`src/shared/isu_defs.vh`:
```
// interrupt status (upper sources) block: offsets, fields, reset values
// assumes a 32-bit apb slave and a byte address space of 256 bytes
`ifndef ISU_DEFS_VH
`define ISU_DEFS_VH

// register byte offsets
`define ISU_CMD_OFFSET 8'h00
`define ISU_STATUS_OFFSET 8'h10
`define ISU_MASK_OFFSET 8'h14

// status register values
`define ISU_STATUS_RESET 32'h03008000
`define ISU_STATUS_STORED 32'h03F17F00
`define ISU_MASK_RESET 32'h00000000

// status bit positions
`define ISU_TX_RESET_DONE 25
`define ISU_RX_RESET_DONE 24
`define ISU_PARITY_ERROR_SEEN 23
`define ISU_SYSTEM_ERROR_SIGNALLED 22
`define ISU_MASTER_ABORT_RECEIVED 21
`define ISU_TARGET_ABORT_RECEIVED 20
`define ISU_RX_STATUS_FIFO_OVERFLOW 16
`define ISU_UPPER_ERROR_SUMMARY 15
`define ISU_PHY_EVENT 14
`define ISU_WAKE_ON_NETWORK 13
`define ISU_SOFTWARE_INTERRUPT_REQUEST 12
`define ISU_STATISTICS_THRESHOLD_EVENT 11
`define ISU_TX_FIFO_UNDERFLOW 10
`define ISU_TX_ENGINE_IDLE 9
`define ISU_TX_FRAME_FAILED 8
`define ISU_SUMMARY_HI 25
`define ISU_SUMMARY_LO 16

// command register bit positions (write one to act)
`define ISU_CMD_SOFT_RESET 0
`define ISU_CMD_TX_ENABLE 1
`define ISU_CMD_TX_RESET 2
`define ISU_CMD_RX_RESET 3
`define ISU_CMD_SW_INT 7
// command register read-back bit positions
`define ISU_CMD_TX_RUNNING 8
`define ISU_CMD_TX_RESET_PEND 9
`define ISU_CMD_RX_RESET_PEND 10

`endif

```
`src/logic/isu_top.v`:
```
// interrupt status collector for the upper event sources, apb slave
// assumes event inputs synchronous to pclk; pclken freezes all state
//
// Overview of operation
// - a status read returns pending bits, then clears them
// - writes to the status register are ignored
// - status bits record events regardless of mask bits
// - interrupt pin active only when a set bit is also enabled
// - hard and soft reset load status value 03008000h
// - bit 25 set when a requested transmit reset finishes
// - bit 24 set when a requested receive reset finishes
// - bit 23 set when parity error flag rises; cleared by read
// - bit 22 set when device signals a system error
// - bit 21 set on master abort of own bus-master cycle
// - bit 20 set on target abort of own bus-master cycle
// - bit 16 set on receive status fifo overflow
// - bit 15 reads as or of bits 25 down to 16
// - bit 14 set when the phy raises its interrupt
// - bit 13 set when a wake condition is detected
// - bit 12 set when software sets its interrupt request command bit
// - bit 11 set when a statistics counter hits its threshold
// - bit 10 set on transmit data fifo underrun
// - bit 9 set when transmit engine enters idle from running
// - transmit engine goes idle on null link or unowned descriptor
// - bit 8 set when a transmit frame fails
// - mask bits clear on reset; a one enables the interrupt
//
// Our own choice: the APB register port.
`timescale 1ns/1ps
`default_nettype none
`include "isu_defs.vh"

module isu_top #(
    parameter ADDR_W = 8
) (
    input wire pclk,
    input wire presetn,
    input wire pclken,
    input wire psel,
    input wire penable,
    input wire pwrite,
    input wire [ADDR_W-1:0] paddr,
    input wire [31:0] pwdata,
    input wire [3:0] pstrb,
    output wire [31:0] prdata,
    output wire pready,
    output wire pslverr,
    input wire soft_reset,
    input wire tx_reset_finished,
    input wire rx_reset_finished,
    input wire parity_error_seen,
    input wire system_error_signalled,
    input wire master_abort_received,
    input wire target_abort_received,
    input wire rx_status_fifo_overflow,
    input wire phy_irq,
    input wire wake_on_network,
    input wire statistics_threshold_event,
    input wire tx_fifo_underflow,
    input wire tx_frame_failed,
    input wire tx_desc_fetched,
    input wire tx_desc_link_null,
    input wire tx_desc_owned,
    output wire irq_n,
    output wire tx_reset_req,
    output wire rx_reset_req,
    output wire tx_engine_run
);

    ////////////////////////////////////////////////////////////////////
    // functions

    // match a bus address against a byte offset, upper bits included
    function addr_hit;
        input [ADDR_W-1:0] addr;
        input [7:0] offset;
        begin
            addr_hit = (addr == {{(ADDR_W-8){1'b0}}, offset});
        end
    endfunction

    // expand byte strobes into a bit mask for one word
    function [31:0] lane_mask;
        input [3:0] strb;
        begin
            lane_mask = {{8{strb[3]}}, {8{strb[2]}}, {8{strb[1]}}, {8{strb[0]}}};
        end
    endfunction

    ////////////////////////////////////////////////////////////////////
    // declarations

    localparam TX_ST_IDLE = 1'b0;
    localparam TX_ST_RUN = 1'b1;
    reg ack_reg, ack_next;
    reg err_reg, err_next;
    reg [31:0] rdata_reg, rdata_next;
    reg [31:0] clr_pend_reg, clr_pend_next;
    reg [31:0] mask_reg, mask_next;
    reg tx_state_reg, tx_state_next;
    reg tx_rst_req_reg, tx_rst_req_next;
    reg rx_rst_req_reg, rx_rst_req_next;
    reg tx_rst_pend_reg, tx_rst_pend_next;
    reg rx_rst_pend_reg, rx_rst_pend_next;
    reg parity_dly_reg;
    reg irq_n_reg;
    reg [31:0] set_vec, clr_vec;
    wire [31:0] stored, status_view, cmd_rd;
    wire summary, access, done;
    wire hit_cmd, hit_status, hit_mask, mapped;
    wire wr_cmd, cmd_soft, cmd_tx_en, cmd_tx_rst, cmd_rx_rst, cmd_swi, any_soft;
    wire tx_end_of_list, tx_went_idle;

    ////////////////////////////////////////////////////////////////////
    // bus decode

    assign access = psel & penable;
    // request completes at the edge where pready is seen high
    assign done = access & ack_reg;

    assign hit_cmd = addr_hit(paddr, `ISU_CMD_OFFSET);
    assign hit_status = addr_hit(paddr, `ISU_STATUS_OFFSET);
    assign hit_mask = addr_hit(paddr, `ISU_MASK_OFFSET);
    assign mapped = hit_cmd | hit_status | hit_mask;

    assign wr_cmd = done & pwrite & hit_cmd & pstrb[0];
    assign cmd_soft = wr_cmd & pwdata[`ISU_CMD_SOFT_RESET];
    assign cmd_tx_en = wr_cmd & pwdata[`ISU_CMD_TX_ENABLE];
    assign cmd_tx_rst = wr_cmd & pwdata[`ISU_CMD_TX_RESET];
    assign cmd_rx_rst = wr_cmd & pwdata[`ISU_CMD_RX_RESET];
    assign cmd_swi = wr_cmd & pwdata[`ISU_CMD_SW_INT];
    assign any_soft = soft_reset | cmd_soft;

    ////////////////////////////////////////////////////////////////////
    // status view

    assign summary = |stored[`ISU_SUMMARY_HI:`ISU_SUMMARY_LO];
    // only implemented bits are ever stored, so the rest read zero
    assign status_view = (stored & `ISU_STATUS_STORED) |
        ({31'h00000000, summary} << `ISU_UPPER_ERROR_SUMMARY);

    assign cmd_rd = ({31'h00000000, tx_state_reg} << `ISU_CMD_TX_RUNNING) |
        ({31'h00000000, tx_rst_pend_reg} << `ISU_CMD_TX_RESET_PEND) |
        ({31'h00000000, rx_rst_pend_reg} << `ISU_CMD_RX_RESET_PEND);

    ////////////////////////////////////////////////////////////////////
    // apb handshake and read data

    // one wait state: pready rises in the second access cycle
    always @* begin
        ack_next = ack_reg;
        err_next = err_reg;
        rdata_next = rdata_reg;
        clr_pend_next = clr_pend_reg;
        if (done) begin
            ack_next = 1'b0;
            err_next = 1'b0;
            clr_pend_next = 32'h00000000;
        end else if (access) begin
            ack_next = 1'b1;
            err_next = ~mapped;
            rdata_next = 32'h00000000;
            clr_pend_next = 32'h00000000;
            if (!pwrite && hit_status) begin
                rdata_next = status_view;
                // clear only what was returned, so later events survive
                clr_pend_next = status_view;
            end else if (!pwrite && hit_mask) begin
                rdata_next = mask_reg;
            end else if (!pwrite && hit_cmd) begin
                rdata_next = cmd_rd;
            end
        end
    end

    always @(posedge pclk or negedge presetn) begin
        if (!presetn) begin
            ack_reg <= 1'b0;
            err_reg <= 1'b0;
            rdata_reg <= 32'h00000000;
            clr_pend_reg <= 32'h00000000;
        end else if (pclken) begin
            ack_reg <= ack_next;
            err_reg <= err_next;
            rdata_reg <= rdata_next;
            clr_pend_reg <= clr_pend_next;
        end
    end

    ////////////////////////////////////////////////////////////////////
    // interrupt enable mask

    always @* begin
        mask_next = mask_reg;
        if (any_soft) begin
            mask_next = `ISU_MASK_RESET;
        end else if (done && pwrite && hit_mask) begin
            mask_next = (mask_reg & ~lane_mask(pstrb)) |
                (pwdata & lane_mask(pstrb));
        end
    end

    always @(posedge pclk or negedge presetn) begin
        if (!presetn) begin
            mask_reg <= `ISU_MASK_RESET;
        end else if (pclken) begin
            mask_reg <= mask_next;
        end
    end

    ////////////////////////////////////////////////////////////////////
    // transmit engine activity tracker

    // fetch of a descriptor with null link or not owned ends the list
    assign tx_end_of_list = tx_desc_fetched &
        (tx_desc_link_null | ~tx_desc_owned);
    assign tx_went_idle = (tx_state_reg == TX_ST_RUN) &&
        (tx_state_next == TX_ST_IDLE);

    always @* begin
        tx_state_next = tx_state_reg;
        case (tx_state_reg)
            TX_ST_IDLE: begin
                if (cmd_tx_en && !cmd_tx_rst && !any_soft) begin
                    tx_state_next = TX_ST_RUN;
                end
            end
            TX_ST_RUN: begin
                if (tx_end_of_list || cmd_tx_rst || any_soft) begin
                    tx_state_next = TX_ST_IDLE;
                end
            end
            default: begin
                tx_state_next = TX_ST_IDLE;
            end
        endcase
    end

    always @(posedge pclk or negedge presetn) begin
        if (!presetn) begin
            tx_state_reg <= TX_ST_IDLE;
        end else if (pclken) begin
            tx_state_reg <= tx_state_next;
        end
    end

    ////////////////////////////////////////////////////////////////////
    // reset requests to the transmit and receive engines

    // completion only counts while a request is outstanding
    always @* begin
        tx_rst_req_next = cmd_tx_rst;
        rx_rst_req_next = cmd_rx_rst;
        tx_rst_pend_next = tx_rst_pend_reg;
        rx_rst_pend_next = rx_rst_pend_reg;
        if (any_soft) begin
            tx_rst_req_next = 1'b0;
            rx_rst_req_next = 1'b0;
            tx_rst_pend_next = 1'b0;
            rx_rst_pend_next = 1'b0;
        end else begin
            if (cmd_tx_rst) begin
                tx_rst_pend_next = 1'b1;
            end else if (tx_reset_finished) begin
                tx_rst_pend_next = 1'b0;
            end
            if (cmd_rx_rst) begin
                rx_rst_pend_next = 1'b1;
            end else if (rx_reset_finished) begin
                rx_rst_pend_next = 1'b0;
            end
        end
    end

    always @(posedge pclk or negedge presetn) begin
        if (!presetn) begin
            tx_rst_req_reg <= 1'b0;
            rx_rst_req_reg <= 1'b0;
            tx_rst_pend_reg <= 1'b0;
            rx_rst_pend_reg <= 1'b0;
            parity_dly_reg <= 1'b0;
        end else if (pclken) begin
            tx_rst_req_reg <= tx_rst_req_next;
            rx_rst_req_reg <= rx_rst_req_next;
            tx_rst_pend_reg <= tx_rst_pend_next;
            rx_rst_pend_reg <= rx_rst_pend_next;
            parity_dly_reg <= parity_error_seen;
        end
    end

    ////////////////////////////////////////////////////////////////////
    // event collection

    // set vector is built without looking at the mask
    always @* begin
        set_vec = 32'h00000000;
        set_vec[`ISU_TX_RESET_DONE] =
            tx_rst_pend_reg & tx_reset_finished;
        set_vec[`ISU_RX_RESET_DONE] =
            rx_rst_pend_reg & rx_reset_finished;
        // rising edge only: the config flag may stay set for long
        set_vec[`ISU_PARITY_ERROR_SEEN] =
            parity_error_seen & ~parity_dly_reg;
        set_vec[`ISU_SYSTEM_ERROR_SIGNALLED] =
            system_error_signalled;
        set_vec[`ISU_MASTER_ABORT_RECEIVED] =
            master_abort_received;
        set_vec[`ISU_TARGET_ABORT_RECEIVED] =
            target_abort_received;
        set_vec[`ISU_RX_STATUS_FIFO_OVERFLOW] =
            rx_status_fifo_overflow;
        set_vec[`ISU_PHY_EVENT] = phy_irq;
        set_vec[`ISU_WAKE_ON_NETWORK] = wake_on_network;
        set_vec[`ISU_SOFTWARE_INTERRUPT_REQUEST] = cmd_swi;
        set_vec[`ISU_STATISTICS_THRESHOLD_EVENT] =
            statistics_threshold_event;
        set_vec[`ISU_TX_FIFO_UNDERFLOW] = tx_fifo_underflow;
        set_vec[`ISU_TX_ENGINE_IDLE] = tx_went_idle;
        set_vec[`ISU_TX_FRAME_FAILED] = tx_frame_failed;
        set_vec = set_vec & `ISU_STATUS_STORED;
    end

    // status writes never reach the flags; only a completed read clears
    always @* begin
        clr_vec = 32'h00000000;
        if (done && !pwrite && hit_status) begin
            clr_vec = clr_pend_reg;
        end
    end

    isu_event_reg #(
        .WIDTH(32),
        .RESET_VAL(`ISU_STATUS_RESET & `ISU_STATUS_STORED)
    ) u_status (
        .clk(pclk),
        .rst_n(presetn),
        .ce(pclken),
        .soft_rst(any_soft),
        .set_vec(set_vec),
        .clr_vec(clr_vec),
        .flags(stored)
    );

    ////////////////////////////////////////////////////////////////////
    // interrupt pin

    always @(posedge pclk or negedge presetn) begin
        if (!presetn) begin
            irq_n_reg <= 1'b1;
        end else if (pclken) begin
            irq_n_reg <= ~|(status_view & mask_reg);
        end
    end

    ////////////////////////////////////////////////////////////////////
    // outputs

    assign prdata = rdata_reg;
    assign pready = ack_reg;
    assign pslverr = err_reg;
    assign irq_n = irq_n_reg;
    assign tx_reset_req = tx_rst_req_reg;
    assign rx_reset_req = rx_rst_req_reg;
    assign tx_engine_run = tx_state_reg;

endmodule

`default_nettype wire

```
`src/logic/isu_event_reg.v`:
```
// sticky event flag bank with a set-over-clear priority
// assumes set and clear vectors are synchronous to clk
`timescale 1ns/1ps
`default_nettype none

module isu_event_reg #(
    parameter WIDTH = 32,
    parameter [WIDTH-1:0] RESET_VAL = {WIDTH{1'b0}}
) (
    input wire clk,
    input wire rst_n,
    input wire ce,
    input wire soft_rst,
    input wire [WIDTH-1:0] set_vec,
    input wire [WIDTH-1:0] clr_vec,
    output wire [WIDTH-1:0] flags
);

    reg [WIDTH-1:0] flags_reg;
    reg [WIDTH-1:0] flags_next;

    // a set arriving with its clear wins, so no event is dropped
    always @* begin
        if (soft_rst) begin
            flags_next = RESET_VAL;
        end else begin
            flags_next = (flags_reg & ~clr_vec) | set_vec;
        end
    end

    always @(posedge clk or negedge rst_n) begin
        if (!rst_n) begin
            flags_reg <= RESET_VAL;
        end else if (ce) begin
            flags_reg <= flags_next;
        end
    end

    assign flags = flags_reg;

endmodule

`default_nettype wire

```
`config.mk`:
```
export PLATFORM = sky130hd
export DESIGN_NAME = isu_top
export DESIGN_NICKNAME = d
export VERILOG_FILES = /design/src/logic/isu_top.v /design/src/logic/isu_event_reg.v
export VERILOG_INCLUDE_DIRS = /design/src /design/src/shared
export SDC_FILE = /design/constraint.sdc
export NUM_CORES = 1
export LEC_CHECK = 0
export BUFFER_PORTS_ARGS = -buffer_cell sky130_fd_sc_hd__buf_2
export CAP_MARGIN = 25
export CORE_ASPECT_RATIO = 0.5
export CORE_MARGIN = 2
export CORE_UTILIZATION = 48
export CTS_BUF_LIST = sky130_fd_sc_hd__clkbuf_16
export CTS_CLUSTER_SIZE = 24
export DETAILED_ROUTE_END_ITERATION = 6
export PLACE_DENSITY = 0.76
export SLEW_MARGIN = 5
export SYNTH_ARGS = -nofsm -noshare
export SYNTH_HDL_FRONTEND = slang
export SYNTH_SLANG_ARGS = --single-unit
```
`constraint.sdc`:
```
create_clock -name pclk -period 1.6 [get_ports pclk]
set_input_delay 0.16 -clock pclk [delete_from_list [all_inputs] [get_ports pclk]]
set_output_delay 0.16 -clock pclk [all_outputs]
set_load 0.005 [all_outputs]
```
==> results.ini <==
[run_status]
status=finished, violations left
violations=negative setup slack

[timing]
finalHoldViolations=0
rsz0062_at_grt=true
worst_slew_pin_slew_ns=0.420
slew_headroom_pct=72.0
fmax_mhz=610
slew_viol_final=0
fin_crit_ns=1.64
finalCritPeriodShare_pct=102
finalSetupTns_ns=-0.272
clock_skew_ns=0.00628
setup_slack_ns=-0.0381
setup_violations=15

[place]
port_buffers=103
placed_cell_area_um2=5250
routabilityCongestion=0.852
dp_slack_ns=-0.306
hpwl_mm=8.36

[setup_path]
crit_path_max_fanout=5
crit_buf_inv=2
path_cells=and4_4 -> nand4_1 -> buf_4 -> nor2b_4 -> buf_6 -> a221o_1
cp.arrival_ns=1.87
r2r_setup_slack_ns=-0.04
crit_family=simple AND/OR/NAND/NOR gates
reg2reg_to=u_status.flags[11]
slowest_delay_ns=0.40
criticalPathCategory=reg2reg
start_kind=flop
required_ns=1.83
reg2reg_from=pready
worst_r2r_path_depth=6
endpoint_kind=flop
cp_slowest_cell=dfrtp_1

[yosys]
ys_types=41
ys_warn_count=0
synth-seq-area-share_pct=58.6
syn_area_per_cell_um2=11.0
synthesis.nets=460
synthCells=394
ys_seq_elements=101
syn-cell-area_um2=4320

[clock_tree]
cts_buffer_depth=2
cts_buffers=9
cts_root_buf=clkbuf_16
cts_tree=done
clk_latency_ns=0.35
clk_pin_slew_ns=0.07
htree_levels=3
clock-sinks=101

[final_layout]
syn2layout_area_growth_pct=36.2
multi_input_area_um2=1850
fin_nets=600
fill_cells=660
register_area_um2=2530
drive_gt1_share_pct=38.4
insertedDiodeCount=0
final_common_cell=buf_2
fin_area_um2=5880
layout_common_cells=buf_2 (102), dfrtp_1 (98), nand2_1 (54)

[drt]
drt-initial-drc-count=304
routed_wl_mm=12.5
ant_nets=0
wl_per_cell_um=19.1
post-route-drc-count=0
vias=3897
post_drt_via_cell_ratio=5.94
first_pass_iters=5

[floorplanning]
start_util_pct=49.6
core_um2=8710
std_cell_rows=24
num_io_pins=104
die_area_um2=9820
die_height_um=71.1
die_x_um=138

[hold_path]
hold_class=in2reg
min_to=mask_reg[27]
hold_path_depth=2
min_from=pwdata[27]

[pwr]
peakVddDrop_v=0.000592
power_leakage_nw=2.98
p_per_area_nw_per_um2=1010

[global_route]
grt_pass1_wl_mm=19.2
grt_pass1_vias=3748
track_usage_pct=24.8
grt_max_degree=44
antenna_found_initial=0
grt_overflow=0

[job]
drv_cap=0

-- cells in the mapped netlist (all sizes together) --
library cell   n  area (µm²)
dfrtp         98        2450
nand2         54         203
a22o          47         412
nor2          28         105
nand3         23         115
clkbuf        14        52.6
inv           14        52.6
a221oi        12         105
o21ai         11        55.1
a211oi        10        75.1
a21oi          9        45.0
a221o          9        90.1
buf            9        51.3
a22oi          7        52.6
nand4          5        31.3
and2           4        25.0
mux2           4        45.0
nor3           4        20.0
dfstp          3        78.8
nor3b          3        22.5
nor4           3        31.3
o2bb2ai        3        26.3
a31oi          2        12.5
and4           2        20.0
nor2b          2        12.5
o41ai          2        17.5
a211o          1        8.76
a21bo          1        10.0
a222oi         1        10.0
a32oi          1        8.76
a41o           1        10.0
clkinv         1        3.75
nand2b         1        6.26
nor4b          1        23.8
or2            1        6.26
or3            1        6.26
or3b           1        8.76
or4            1        7.51
-- cell type report --
| type | instances | area share (%) |
|---|---|---|
| flip-flops and latches | 101 | 43.0 |
| repair buffers | 151 | 16.7 |
| well taps | 117 | 2.49 |
| clock inverters | 7 | 1.51 |
| multi-input cells | 256 | 31.4 |
| inverters | 15 | 0.957 |
| clock buffers | 9 | 3.83 |
-- logic make-up (layout without fill, tap and decap cells) --
| family | count (synthesis) | in the layout | share of synthesized area, % |
|---|---|---|---|
| compound gates | 117 | 117 | 21.7 |
| simple gates | 134 | 135 | 14.9 |
| flops | 101 | 101 | 58.6 |
| mux | 4 | 4 | 1.04 |
| buf+inv | 38 | 182 | 3.71 |
-- what timing repair did --
| item | 4_1_cts | 5_1_grt |
|---|---|---|
| pin swaps | 23 | 19 |
| hold buffers | 1 | 0 |
| endpoints found under the setup margin | 35 | 70 |
| cloned | 0 | 4 |
| gates resized for setup | 12 | 35 |
| buffers inserted | 3 | 4 |
| endpoints found under the hold margin | 23 | 0 |
-- worst register-to-register path: cells and delay by family (launching register included) --
kind            cells  cell delay [ns]
simple gates        3             0.50
compound gates      1             0.30
flops               1             0.40
buf+inv             2             0.32
-- where the power goes --
group	switching, mW	internal, mW	total, mW	leakage [nW]
Clock	0.965	1.36	2.33	0.153
Sequential	0.117	2.71	2.82	1.36
Combinational	0.420	0.371	0.791	1.47
Total	1.50	4.44	5.94	2.98
-- metal layers --
metal	vias to the layer above	GRT usage [%]	share of wire, %
met3	21	5.48	6.4
met4	0	7.03	1.3
met1	1977	33.8	45
li1	1755	-	-
met2	144	40.9	48
met5	-	0	0
-- worst max path at each step --
stage | to | slack [ns] | startpoint | cells past startpoint
2_1_floorplan | u_status.flags[11] | -0.25 | paddr[2] | 7
3_3_place_gp | mask_reg[5] | -0.29 | paddr[5] | 8
3_5_place_dp | mask_reg[22] | -0.31 | paddr[5] | 8
4_1_cts | mask_reg[1] | 0.0002 | pready | 6
5_1_grt | u_status.flags[8] | -0.08 | pready | 6
6_report | u_status.flags[11] | -0.04 | pready | 6
-- through the flow --
step | hold slack [ns] | util [%] | total power, mW | instances
floorplan | -0.136 | - | 3.11 | 394
global placement | 0.101 | 60.3 | 3.56 | 628
detailed placement | 0.107 | 60.3 | 3.58 | 628
CTS | 0.0235 | 64.9 | 5.89 | 648
global route | 0.0219 | 67.5 | 6.16 | 656
finish | 0.0272 | 67.5 | 5.94 | 656
(Power assumes the default switching activity.)
